<file path="src/rtl/scrc_pkg.sv">
// Package for the slope compensation ramp configuration block.
// Assumes a 125 MHz core clock and a command-coded register port.
package scrc_pkg;
    localparam logic [7:0] SCRC_OFS_RAMP_6P = 8'hd1;
    localparam logic [7:0] SCRC_OFS_SLEW_5P = 8'hd2;
    localparam logic [7:0] SCRC_OFS_RAMP_5P = 8'hd3;
    localparam logic [7:0] SCRC_OFS_SLEW_4P = 8'hd4;
    localparam int SCRC_CNT_LSB = 0;
    localparam int SCRC_CNT_MSB = 7;
    localparam int SCRC_CUR_LSB = 0;
    localparam int SCRC_CUR_MSB = 5;
    localparam int SCRC_CAP_LSB = 6;
    localparam int SCRC_CAP_MSB = 8;
    localparam logic [7:0] SCRC_RAMP_RST = 8'h00;
    localparam logic [2:0] SCRC_CAP_RST = 3'h0;
    localparam logic [5:0] SCRC_CUR_RST = 6'h00;
    localparam int SCRC_CLK_PERIOD_PS = 8000;
    localparam int SCRC_STEP_PS = 5000;
    localparam logic [2:0] SCRC_PH_FOUR = 3'h4;
    localparam logic [2:0] SCRC_PH_FIVE = 3'h5;
    localparam logic [2:0] SCRC_PH_SIX = 3'h6;

    typedef struct packed {
        logic [2:0] cap;
        logic [5:0] cur;
    } scrc_slew_s;

    typedef struct packed {
        logic wr;
        logic rd;
        logic [7:0] cmd;
        logic [15:0] wdata;
    } scrc_req_s;

    typedef enum logic [1:0] {
        SCRC_IDLE = 2'b00,
        SCRC_BLANK = 2'b01,
        SCRC_RAMP = 2'b10,
        SCRC_HOLD = 2'b11
    } scrc_state_e;
endpackage

</file>
<file path="src/rtl/scrc_ramp_config.sv">
// Slope compensation registers and ramp timer for four to six phase operation.
// Assumes the phase sequencer marks each slot start and the end of blanking.
`timescale 1ns/1ps
// Contract
// - Ramp-time registers drop writes to bits 15:8 and read them as zero.
// - Slew registers drop writes to bits 15:9 and read them as zero.
// - Six-phase ramp time is an 8-bit count, 5 ns per step.
// - Five-phase ramp time has its own 8-bit count, 5 ns per step.
// - Expired ramp timer stops charge current and holds slope voltage.
// - Slew registers carry a 3-bit capacitor code in bits 8:6.
// - Slew registers carry a 6-bit current code in bits 5:0.
// - Five-phase slew settings apply while five phases run.
// - Four-phase slew settings apply while four phases run.
// - Period and blanking timing come from frequency and blanking registers.
module scrc_ramp_config (
    input wire logic REF_CLK,
    input wire logic RESET_N,
    input wire scrc_pkg::scrc_req_s REG_REQ,
    output logic [15:0] REG_RDATA,
    output logic REG_HIT,
    input wire logic [2:0] PHASE_COUNT,
    input wire logic SLOT_START,
    input wire logic BLANK_DONE,
    input wire scrc_pkg::scrc_slew_s SLEW_OTHER,
    input wire logic [7:0] RAMP_OTHER,
    output scrc_pkg::scrc_slew_s SLEW_ACTIVE,
    output logic RAMP_CHARGE_EN,
    output logic SLOPE_HOLD
);
    import scrc_pkg::*;

    // Step of 5 ns against 8 ns clock; a least time, so round up
    localparam int STEP_NUM = SCRC_STEP_PS;
    localparam int STEP_DEN = SCRC_CLK_PERIOD_PS;

    logic [7:0] ramp6_reg, ramp6_next;
    logic [7:0] ramp5_reg, ramp5_next;
    scrc_slew_s slew5_reg, slew5_next;
    scrc_slew_s slew4_reg, slew4_next;
    logic [15:0] rdata_reg, rdata_next;
    logic hit_reg, hit_next;

    always_comb begin
        ramp6_next = ramp6_reg;
        ramp5_next = ramp5_reg;
        slew5_next = slew5_reg;
        slew4_next = slew4_reg;
        if (REG_REQ.wr) begin
            unique case (REG_REQ.cmd)
                SCRC_OFS_RAMP_6P: ramp6_next = REG_REQ.wdata[SCRC_CNT_MSB:SCRC_CNT_LSB];
                SCRC_OFS_RAMP_5P: ramp5_next = REG_REQ.wdata[SCRC_CNT_MSB:SCRC_CNT_LSB];
                SCRC_OFS_SLEW_5P: begin
                    slew5_next.cap = REG_REQ.wdata[SCRC_CAP_MSB:SCRC_CAP_LSB];
                    slew5_next.cur = REG_REQ.wdata[SCRC_CUR_MSB:SCRC_CUR_LSB];
                end
                SCRC_OFS_SLEW_4P: begin
                    slew4_next.cap = REG_REQ.wdata[SCRC_CAP_MSB:SCRC_CAP_LSB];
                    slew4_next.cur = REG_REQ.wdata[SCRC_CUR_MSB:SCRC_CUR_LSB];
                end
                default: ;
            endcase
        end
    end

    always_comb begin
        rdata_next = 16'h0000;
        hit_next = 1'b0;
        if (REG_REQ.rd) begin
            hit_next = 1'b1;
            unique case (REG_REQ.cmd)
                SCRC_OFS_RAMP_6P: rdata_next = {8'h00, ramp6_reg};
                SCRC_OFS_RAMP_5P: rdata_next = {8'h00, ramp5_reg};
                SCRC_OFS_SLEW_5P: rdata_next = {7'h00, slew5_reg};
                SCRC_OFS_SLEW_4P: rdata_next = {7'h00, slew4_reg};
                default: hit_next = 1'b0;
            endcase
        end
    end

    always_ff @(posedge REF_CLK) begin
        if (!RESET_N) begin
            ramp6_reg <= SCRC_RAMP_RST;
            ramp5_reg <= SCRC_RAMP_RST;
            slew5_reg <= '{cap: SCRC_CAP_RST, cur: SCRC_CUR_RST};
            slew4_reg <= '{cap: SCRC_CAP_RST, cur: SCRC_CUR_RST};
            rdata_reg <= 16'h0000;
            hit_reg <= 1'b0;
        end else begin
            ramp6_reg <= ramp6_next;
            ramp5_reg <= ramp5_next;
            slew5_reg <= slew5_next;
            slew4_reg <= slew4_next;
            rdata_reg <= rdata_next;
            hit_reg <= hit_next;
        end
    end

    assign REG_RDATA = rdata_reg;
    assign REG_HIT = hit_reg;

    // Setting selection per active phase count
    scrc_slew_s slew_sel;
    logic [7:0] count_sel;
    always_comb begin
        unique case (PHASE_COUNT)
            SCRC_PH_FIVE: slew_sel = slew5_reg;
            SCRC_PH_FOUR: slew_sel = slew4_reg;
            default: slew_sel = SLEW_OTHER;
        endcase
        unique case (PHASE_COUNT)
            SCRC_PH_SIX: count_sel = ramp6_reg;
            SCRC_PH_FIVE: count_sel = ramp5_reg;
            default: count_sel = RAMP_OTHER;
        endcase
    end

    // Ramp timer: counts 5 ns steps as a ps accumulator to stay exact at 8 ns clock
    scrc_state_e state_reg, state_next;
    // 21 bits: a full count of 255 steps is past 2^20 ps
    logic [20:0] limit_reg, limit_next;
    logic [20:0] elapsed_reg, elapsed_next;
    scrc_slew_s slew_out_reg, slew_out_next;
    logic [20:0] limit_ps;

    assign limit_ps = 21'(count_sel) * 21'(STEP_NUM);

    always_comb begin
        state_next = state_reg;
        limit_next = limit_reg;
        elapsed_next = elapsed_reg;
        slew_out_next = slew_sel;
        if (SLOT_START) begin
            state_next = SCRC_BLANK;
            limit_next = limit_ps;
            elapsed_next = 21'h000000;
        end else begin
            unique case (state_reg)
                SCRC_IDLE: ;
                SCRC_BLANK: begin
                    // Blanking length comes from the sequencer's blanking register
                    if (BLANK_DONE) begin
                        state_next = (limit_reg == 21'h000000) ? SCRC_HOLD : SCRC_RAMP;
                    end
                end
                SCRC_RAMP: begin
                    // Whole ps per clock; a partial step still ends the ramp late, not early
                    elapsed_next = elapsed_reg + 21'(STEP_DEN);
                    if (elapsed_next >= limit_reg) begin
                        state_next = SCRC_HOLD;
                    end
                end
                SCRC_HOLD: ;
            endcase
        end
    end

    always_ff @(posedge REF_CLK) begin
        if (!RESET_N) begin
            state_reg <= SCRC_IDLE;
            limit_reg <= 21'h000000;
            elapsed_reg <= 21'h000000;
            slew_out_reg <= '{cap: SCRC_CAP_RST, cur: SCRC_CUR_RST};
        end else begin
            state_reg <= state_next;
            limit_reg <= limit_next;
            elapsed_reg <= elapsed_next;
            slew_out_reg <= slew_out_next;
        end
    end

    assign SLEW_ACTIVE = slew_out_reg;
    assign RAMP_CHARGE_EN = (state_reg == SCRC_RAMP);
    assign SLOPE_HOLD = (state_reg == SCRC_HOLD);
endmodule

</file>
<file path="config.mk">
export PLATFORM = sky130hd
export DESIGN_NAME = scrc_ramp_config
export DESIGN_NICKNAME = d
export VERILOG_FILES = /design/src/rtl/scrc_pkg.sv /design/src/rtl/scrc_ramp_config.sv
export SDC_FILE = /design/constraint.sdc
export NUM_CORES = 1
export LEC_CHECK = 0
export BUFFER_PORTS_ARGS = -buffer_cell sky130_fd_sc_hd__clkbuf_2
export CAP_MARGIN = 20
export CORE_MARGIN = 2
export CORE_UTILIZATION = 45
export CTS_BUF_LIST = sky130_fd_sc_hd__clkbuf_4 sky130_fd_sc_hd__clkbuf_8
export CTS_CLUSTER_DIAMETER = 100
export DETAILED_ROUTE_END_ITERATION = 10
export PLACE_DENSITY = 0.77
export SLEW_MARGIN = 20
export SYNTH_ARGS = -nofsm -noshare
export SYNTH_HDL_FRONTEND = slang
export SYNTH_SLANG_ARGS = --single-unit
</file>
<file path="constraint.sdc">
create_clock -name REF_CLK -period 4.25 [get_ports REF_CLK]
set_input_delay 0.6375 -clock REF_CLK [delete_from_list [all_inputs] [get_ports REF_CLK]]
set_output_delay 0.6375 -clock REF_CLK [all_outputs]
set_load 0.1 [all_outputs]
</file>
==> results of run 1 <==
==> through the flow <==
stage | total power, W | utilization [%] | cell area (um2)
CTS | 0.002785 | 53.50 | 6480
global route | 0.003076 | 54.92 | 6651
global placement | 0.002159 | 51.88 | 6284
detailed placement | 0.002213 | 51.88 | 6284
finish | 0.002873 | 54.92 | 6651
floorplan | 0.001833 | - | 5722
==> per-layer routing <==
layer | routed length, um | share of wire [%] | vias to the layer above | global-route usage [%]
li1 | - | - | 2366 | -
met1 | 6034 | 44 | 2326 | 27.14
met2 | 6711 | 49 | 156 | 36.41
met3 | 782 | 5.7 | 16 | 3.975
met4 | 224 | 1.6 | 0 | 6.905
met5 | 0 | 0 | - | 0
==> synthesized netlist by cell type, types with 12 or more instances <==
master	number
nand3_1	18
a21oi_1	26
nor2_1	29
o21ai_0	16
clkbuf_1	19
nand2_1	52
inv_1	50
o211a_1	12
nor2b_1	30
a21boi_0	17
dfxtp_1	88
xnor2_1	20
ha_1	54
mux2i_1	38
o22ai_1	15
==> report_power, final <==
part           switching (W)  internal (W)
Sequential         0.0000380      0.000876
Combinational       0.000717      0.000668
Clock               0.000300      0.000275
Total                0.00105       0.00182
==> final timing paths <==
check	startpoint	end	slack, ps
setup reg to reg	ramp5_reg[7]	limit_reg[19]	330
hold / removal	SLEW_OTHER[3]	SLEW_ACTIVE[3]	510
setup / recovery	PHASE_COUNT[1]	limit_reg[19]	60
hold reg to reg	ramp5_reg[0]	ramp5_reg[0]	510
==> cell type report <==
type / count / area (um2) / share of cell area [%]
Timing Repair Buffer: 100 / 611.8 / 9.199
Sequential cell: 88 / 1762 / 26.49
Clock inverter: 5 / 58.81 / 0.8841
Tap cell: 168 / 210.2 / 3.160
Multi-Input combinational cell: 459 / 3687 / 55.44
Clock buffer: 10 / 131.4 / 1.975
Inverter: 50 / 190.2 / 2.859
==> kinds of logic after synthesis <==
family	Yosys count	share of synthesized area (%)
AND/OR/NAND/NOR	183	16.78
AO/OA/AOI/OAI	138	18.13
buffers and inverters	90	6.911
flip-flops	88	31.29
adder cells (fa/ha/maj)	64	15.56
multiplexers	38	6.755
XOR/XNOR	29	4.511
other	1	0.06660
==> what timing repair did <==
| action | 4_1_cts | 5_1_grt |
|---|---|---|
| endpoints found under the setup margin | 3 | 5 |
| gates cloned | 0 | 0 |
| hold buffers | 0 | 0 |
| resized for setup | 2 | 28 |
| pin swaps | 0 | 23 |
| setup buffers | 0 | 4 |
==> critical path, cell delays in order <==
cell and delay [ps]:
buf_4 140, nand3b_1 240, o22ai_1 120, a21o_1 230
ha_4 300, inv_4 40, ha_4 230, fa_1 450
ha_1 310, inv_2 40, fa_1 530, inv_2 50
ha_4 210, o21a_1 180, o21a_1 180, o22a_1 270
mux2i_1 140, o21a_1 160
==> summary.txt, run 1 <==
Run
  – Max-Cap Viols: 0

Setup path
  – Critical Path RT: around 4500 ps
  – Worst setup path class: primary input to flop
  – Reg2reg path depth: 16
  – Crit path launch type: primary input
  – Crit. End Element: flop
  – Worst Path Max Fanout: 7
  – Worst EP arrival: 4440 ps

Floorplanning
  – Initial Utilization: a little under half
  – Die X: 115.9 um
  – DIE AREA: between 10000 and 15000 um2
  – # rows: 40
  – Top-Level Pins: 78
  – Core area: roughly 12000 um2
  – Die H: about 120 um

Global route
  – Largest net degree at the start of global routing: 47
  – Total global routing overflow: 0
  – Initial antenna violation count: 0
  – First-pass GRT wire length: about 23000 um
  – GRT Overall Usage: 21.27%
  – Vias in the first global route: roughly 4900

Final layout
  – Most common cell after layout, fill and taps aside: dfxtp_1
  – Fillers: 1089
  – Ratio of cells with drive above 1 in the final layout: 21.63%
  – Max reg flops: 18
  – Area Growth Syn to Fin: 18.13%
  – Highest-count cells in the layout ignoring fill and taps: dfxtp_1, clkbuf_2, nand2_1
  – # diodes: 0
  – Final cell count without fillers: just under 900
  – Fin nets: around 800

Placed design
  – Pre-CTS WS: -449.5 ps
  – DP Cell Count: between 800 and 900
  – PortBufs: 63
  – Post-DP HPWL: around 10000 um
  – Gpl congestion: 0.8741

CTS
  – CTS Buf Count: 9
  – Clock root buffer: clkbuf_8
  – CTS Buffer Depth: 2
  – Clock Sinks: around 90
  – CTS H-tree lvls: 3
  – Clock transition at the registers of the reported paths: about 90 ps
  – Clock Latency Late Sink: roughly 360 ps
  – CTS tree: done

Logic synthesis
  – Synthesized area: between 5000 and 6000 um2
  – Synthesis Warnings: 0
  – Share of the synthesized area in the top cell type: a little under a third
  – Synth top area cells: dfxtp_1, ha_1, mux2i_1, fa_1, nand2_1
  – Register area share after synthesis: between 30% and 40%
  – Number of flops mapped to enable cells by yosys: 0
  – Syn Area/Cell: between 8 and 9 um2
  – Cells after synthesis: ~630
  – Prevailing post-synth register cell: dfxtp_1
  – Post-synthesis register bit count: 88
  – Async set or reset register ratio after synthesis: 0%
  – Post-synth top area cell: dfxtp_1
  – Unique masters post-synth: 60

Pwr
  – Power Density: between 400 and 500 nW/um2
  – VDD IR max: ~280 uV
  – Leak Pwr: a little under 3 nW

STA
  – Worst Slack Setup Final: around 61 ps
  – Slew @ Worst Pin: 866.0 ps
  – Worst slew margin: between 40% and 50%
  – Final number of max-transition violations: 0
  – Setup_tns: 0 ps
  – Fin. Hold Viols: 0
  – Final setup viols: 0
  – Fmax: between 200 and 250 MHz
  – Final Skew: ~10 ps
  – Min Tclk post-route: around 4200 ps
  – WHS: ~510 ps
  – Final period util: a little over nine tenths
  – Unrepaired setup endpoints after global routing: yes

Routing
  – Antenna-violating nets left: 0
  – Via count: ~5000
  – Total length of routed wires: between 10000 and 15000 um
  – First DRT Iteration DRCs: 434
  – DRC: 0
  – DRT Pass-1 Iters: 5
  – Vias/cell: 5.527
  – Avg WL per Cell: ~16 um

Worst hold path
  – HP Class: primary input to flop
  – Hold Path Stages: 2

Outcome
  – Status: complete, no violations
Power figures use the tool's default switching activity.
==> run 2, diff against run 1 <==
--- a/config.mk
+++ b/config.mk
@@ -7,7 +7,6 @@
 export LEC_CHECK = 0
 export BUFFER_PORTS_ARGS = -buffer_cell sky130_fd_sc_hd__clkbuf_2
 export CAP_MARGIN = 20
-export CORE_MARGIN = 2
 export CORE_UTILIZATION = 45
 export CTS_BUF_LIST = sky130_fd_sc_hd__clkbuf_4 sky130_fd_sc_hd__clkbuf_8
 export CTS_CLUSTER_DIAMETER = 100
==> run 2 against run 1 <==
Against the previous run:
- non-clock buffer count is 3 higher
- count of clock-buffer cells in the layout stayed put
- global-route usage is 1.2 points higher
- worst hold slack worse by 1.6 ps
==> summary.txt, run 2 (synthesized netlist as in run 1, its figures left out) <==
Placed design
  – Post-DP HPWL: 10550 um (+0.70%)
  – PortBufs: 63 (unchanged)
  – Gpl congestion: 0.8369 (-4.3%)
  – Placed Area: 6299 um2 (+0.24%)

Routing
  – Vias/cell: 5.567 (+0.71%)
  – DRC: 0 (unchanged)
  – Antenna-violating nets left: 0 (unchanged)
  – Met2 WL: 7027 um (+4.7%)
  – Met3 Wirelength: 737 um (-5.8%)
  – First DRT Iteration DRCs: 400 (-7.8%)
  – Total length of routed wires: 14010 um (+1.9%)
  – DRT met1 WL: 5967 um (-1.1%)
  – Top layer in use: met4
  – Via count: 4921 (+1.2%)
  – DRT Pass-1 Iters: 6 (+1)
  – Avg WL per Cell: 15.85 um (+1.4%)

Floorplanning
  – Die H: 113.9 um (-1.7%)
  – DIE AREA: 12960 um2 (-3.4%)
  – Core area: 12110 um2 (unchanged)
  – Top-Level Pins: 78 (unchanged)
  – # rows: 40 (unchanged)
  – Die X: 113.9 um (-1.7%)
  – Initial Utilization: 46.49% (unchanged)

Run
  – Max-Cap Viols: 0 (unchanged)

Final layout
  – Max reg flops: 18 (unchanged)
  – Fin nets: 825 (+0.36%)
  – Fin area: 6669 um2 (+0.26%)
  – # diodes: 0 (unchanged)
  – Most common cell after layout, fill and taps aside: dfxtp_1
  – Ratio of cells with drive above 1 in the final layout: 22.07% (+0.44 points)
  – Area Growth Syn to Fin: 18.44%
  – Highest-count cells in the layout ignoring fill and taps: dfxtp_1, clkbuf_2, nand2_1

CTS
  – CTS Buf Count: 9 (unchanged)
  – CTS H-tree lvls: 3 (unchanged)
  – CTS tree: done
  – CTS Buffer Depth: 2 (unchanged)
  – CTS hold repair buffers: 0 (unchanged)
  – Clock Sinks: 88 (unchanged)
  – Clock Latency Late Sink: 370 ps (about the same)
  – Clock transition at the registers of the reported paths: 100 ps (about the same)
  – Clock root buffer: clkbuf_8

STA
  – Min Tclk post-route: 4174 ps (-14.81 ps)
  – Slew @ Worst Pin: 999.7 ps (+133.6 ps)
  – Fin. Hold Viols: 0 (unchanged)
  – Worst slew margin: 33.36% (-7.4 points)
  – Fmax: 239.6 MHz (+0.35%)
  – Final number of max-transition violations: 0 (unchanged)
  – Final period util: 98.21% (-0.35 points)
  – WHS: 506.0 ps (-1.611 ps)
  – Final setup viols: 0 (unchanged)
  – Final Skew: 12.54 ps (+2.249 ps)

Setup path
  – CP Cell Sequence: clkbuf_2 -> nand3b_1 -> buf_4 -> o22ai_1 -> a21o_1 -> ha_4 -> inv_2 -> ha_4 -> fa_1 -> ha_1 -> inv_1 -> fa_1 -> inv_2 -> ha_4 -> o21a_1 -> o21a_1 -> o22a_1 -> mux2i_1 -> o21a_1
  – Crit path launch type: primary input
  – Crit. Startpoint: PHASE_COUNT[0]
  – Worst R2R End: limit_reg[19]
  – CP max stage delay: 540 ps (about the same)
  – Crit. End Element: flop
  – WP buf/inv: 5 (+1)
  – Worst R2R Start: ramp6_reg[7]
  – Critical Path RT: 4510 ps (about the same)
  – Worst setup path class: primary input to flop
  – Reg2reg path depth: 16 (unchanged)
  – CP delay by family, top: adder cells
  – Worst Path Max Fanout: 5 (-2)
  – CP max stage cell: fa_1
  – Worst EP arrival: 4430 ps (about the same)
  – R2R setup slack: 340 ps (about the same)

Global route
  – GRT Overall Usage: 22.50% (+1.2 points)
  – Vias in the first global route: 4966 (+1.5%)
  – Total global routing overflow: 0 (unchanged)
  – First-pass GRT wire length: 23230 um (+1.4%)
  – Initial antenna violation count: 0 (unchanged)
  – Largest net degree at the start of global routing: 58 (+23%)

Worst hold path
  – HP Class: flop to flop
  – Hold Path Stages: 2 (unchanged)
  – Hold path start: elapsed_reg[7]
  – Hold endpoint: elapsed_reg[7]

Pwr
  – Net switching power: 0.001077 W (+2.2%)
  – Clock network fraction of design power: 20.5% (+0.5 points)
  – Leak Pwr: 2.941 nW (+0.88%)
  – Comb pwr share: 48.2% (about the same)
  – VDD IR max: 257.6 uV (-9.0%)
  – Power Density: 437.0 nW/um2 (+1.2%)
  – Seq pwr share: 31.3% (-0.5 points)
  – Int Pwr: 0.001837 W (+1.0%)
  – Sw frac: 36.97% (+0.27 points)
  – Post-layout power: 0.002915 W (+1.4%)

Outcome
  – Status: complete, no violations
-- run 2: cell types whose count changed in the layout (fill, tap and decap cells not counted), moves of 2 or more --
cell,before,now
inv_6,0,2
clkbuf_2,60,63
buf_4,38,40
clkinvlp_4,2,0
-- run 2: worst min-delay path, delay by kind of cell (launching register included) --
family	cells	cell delay, ps
flip-flops	1	350
AO/OA/AOI/OAI	1	50
AND/OR/NAND/NOR	1	70
-- run 2: layout make-up --
| cell class | instances | area, um2 |
|---|---|---|
| Fill cell | 1106 | 5443 |
| Multi-Input combinational cell | 459 | 3690 |
| Sequential cell | 88 | 1762 |
| Timing Repair Buffer | 103 | 615.6 |
| Tap cell | 168 | 210.2 |
| Inverter | 50 | 187.7 |
| Clock buffer | 10 | 137.6 |
| Clock inverter | 6 | 66.31 |
-- run 2: stage by stage --
stage / std cells / setup TNS [ps] / setup slack [ps] / util [%]
final: 884 / 0 / 76.14 / 55.06
after global routing: 884 / -133.8 / -45.70 / 55.06
after floorplan: 637 / 0 / 8.713 / -
after global placement: 863 / -1690 / -319.0 / 52.00
after detailed placement: 863 / -2466 / -415.6 / 52.00
after CTS: 879 / 0 / 60.57 / 53.71
-- run 2: worst max path at each step --
stage | endpoint | slack (ps) | depth (start not counted)
finish | limit_reg[19] | 80 | 19
global route | limit_reg[19] | -50 | 19
CTS | limit_reg[18] | 60 | 17
detailed placement | limit_reg[18] | -420 | 16
global placement | limit_reg[18] | -320 | 16
floorplan | limit_reg[18] | 9 | 16
-- run 2: metal layers --
metal	GRT usage, %	vias to the layer above
li1	-	2380
met1	27.41	2358
met2	39.23	160
met3	3.719	23
met4	9.610	0
met5	0	-
-- run 2: what timing repair did --
item | in CTS | in global routing
endpoints found under the hold margin | 0 | 0
setup endpoints to repair | 3 | 5
buffers inserted | 0 | 5
gates resized for setup | 1 | 20
pin swaps | 0 | 16
-- run 2: power by group through the flow --
stage / clock network [W] / logic [W] / registers, W
floorplan: 0 / 0.000871 / 0.000961
global placement: 0 / 0.00124 / 0.000929
detailed placement: 0 / 0.00129 / 0.000930
CTS: 0.000608 / 0.00130 / 0.000911
global route: 0.000646 / 0.00159 / 0.000918
finish: 0.000597 / 0.00141 / 0.000912
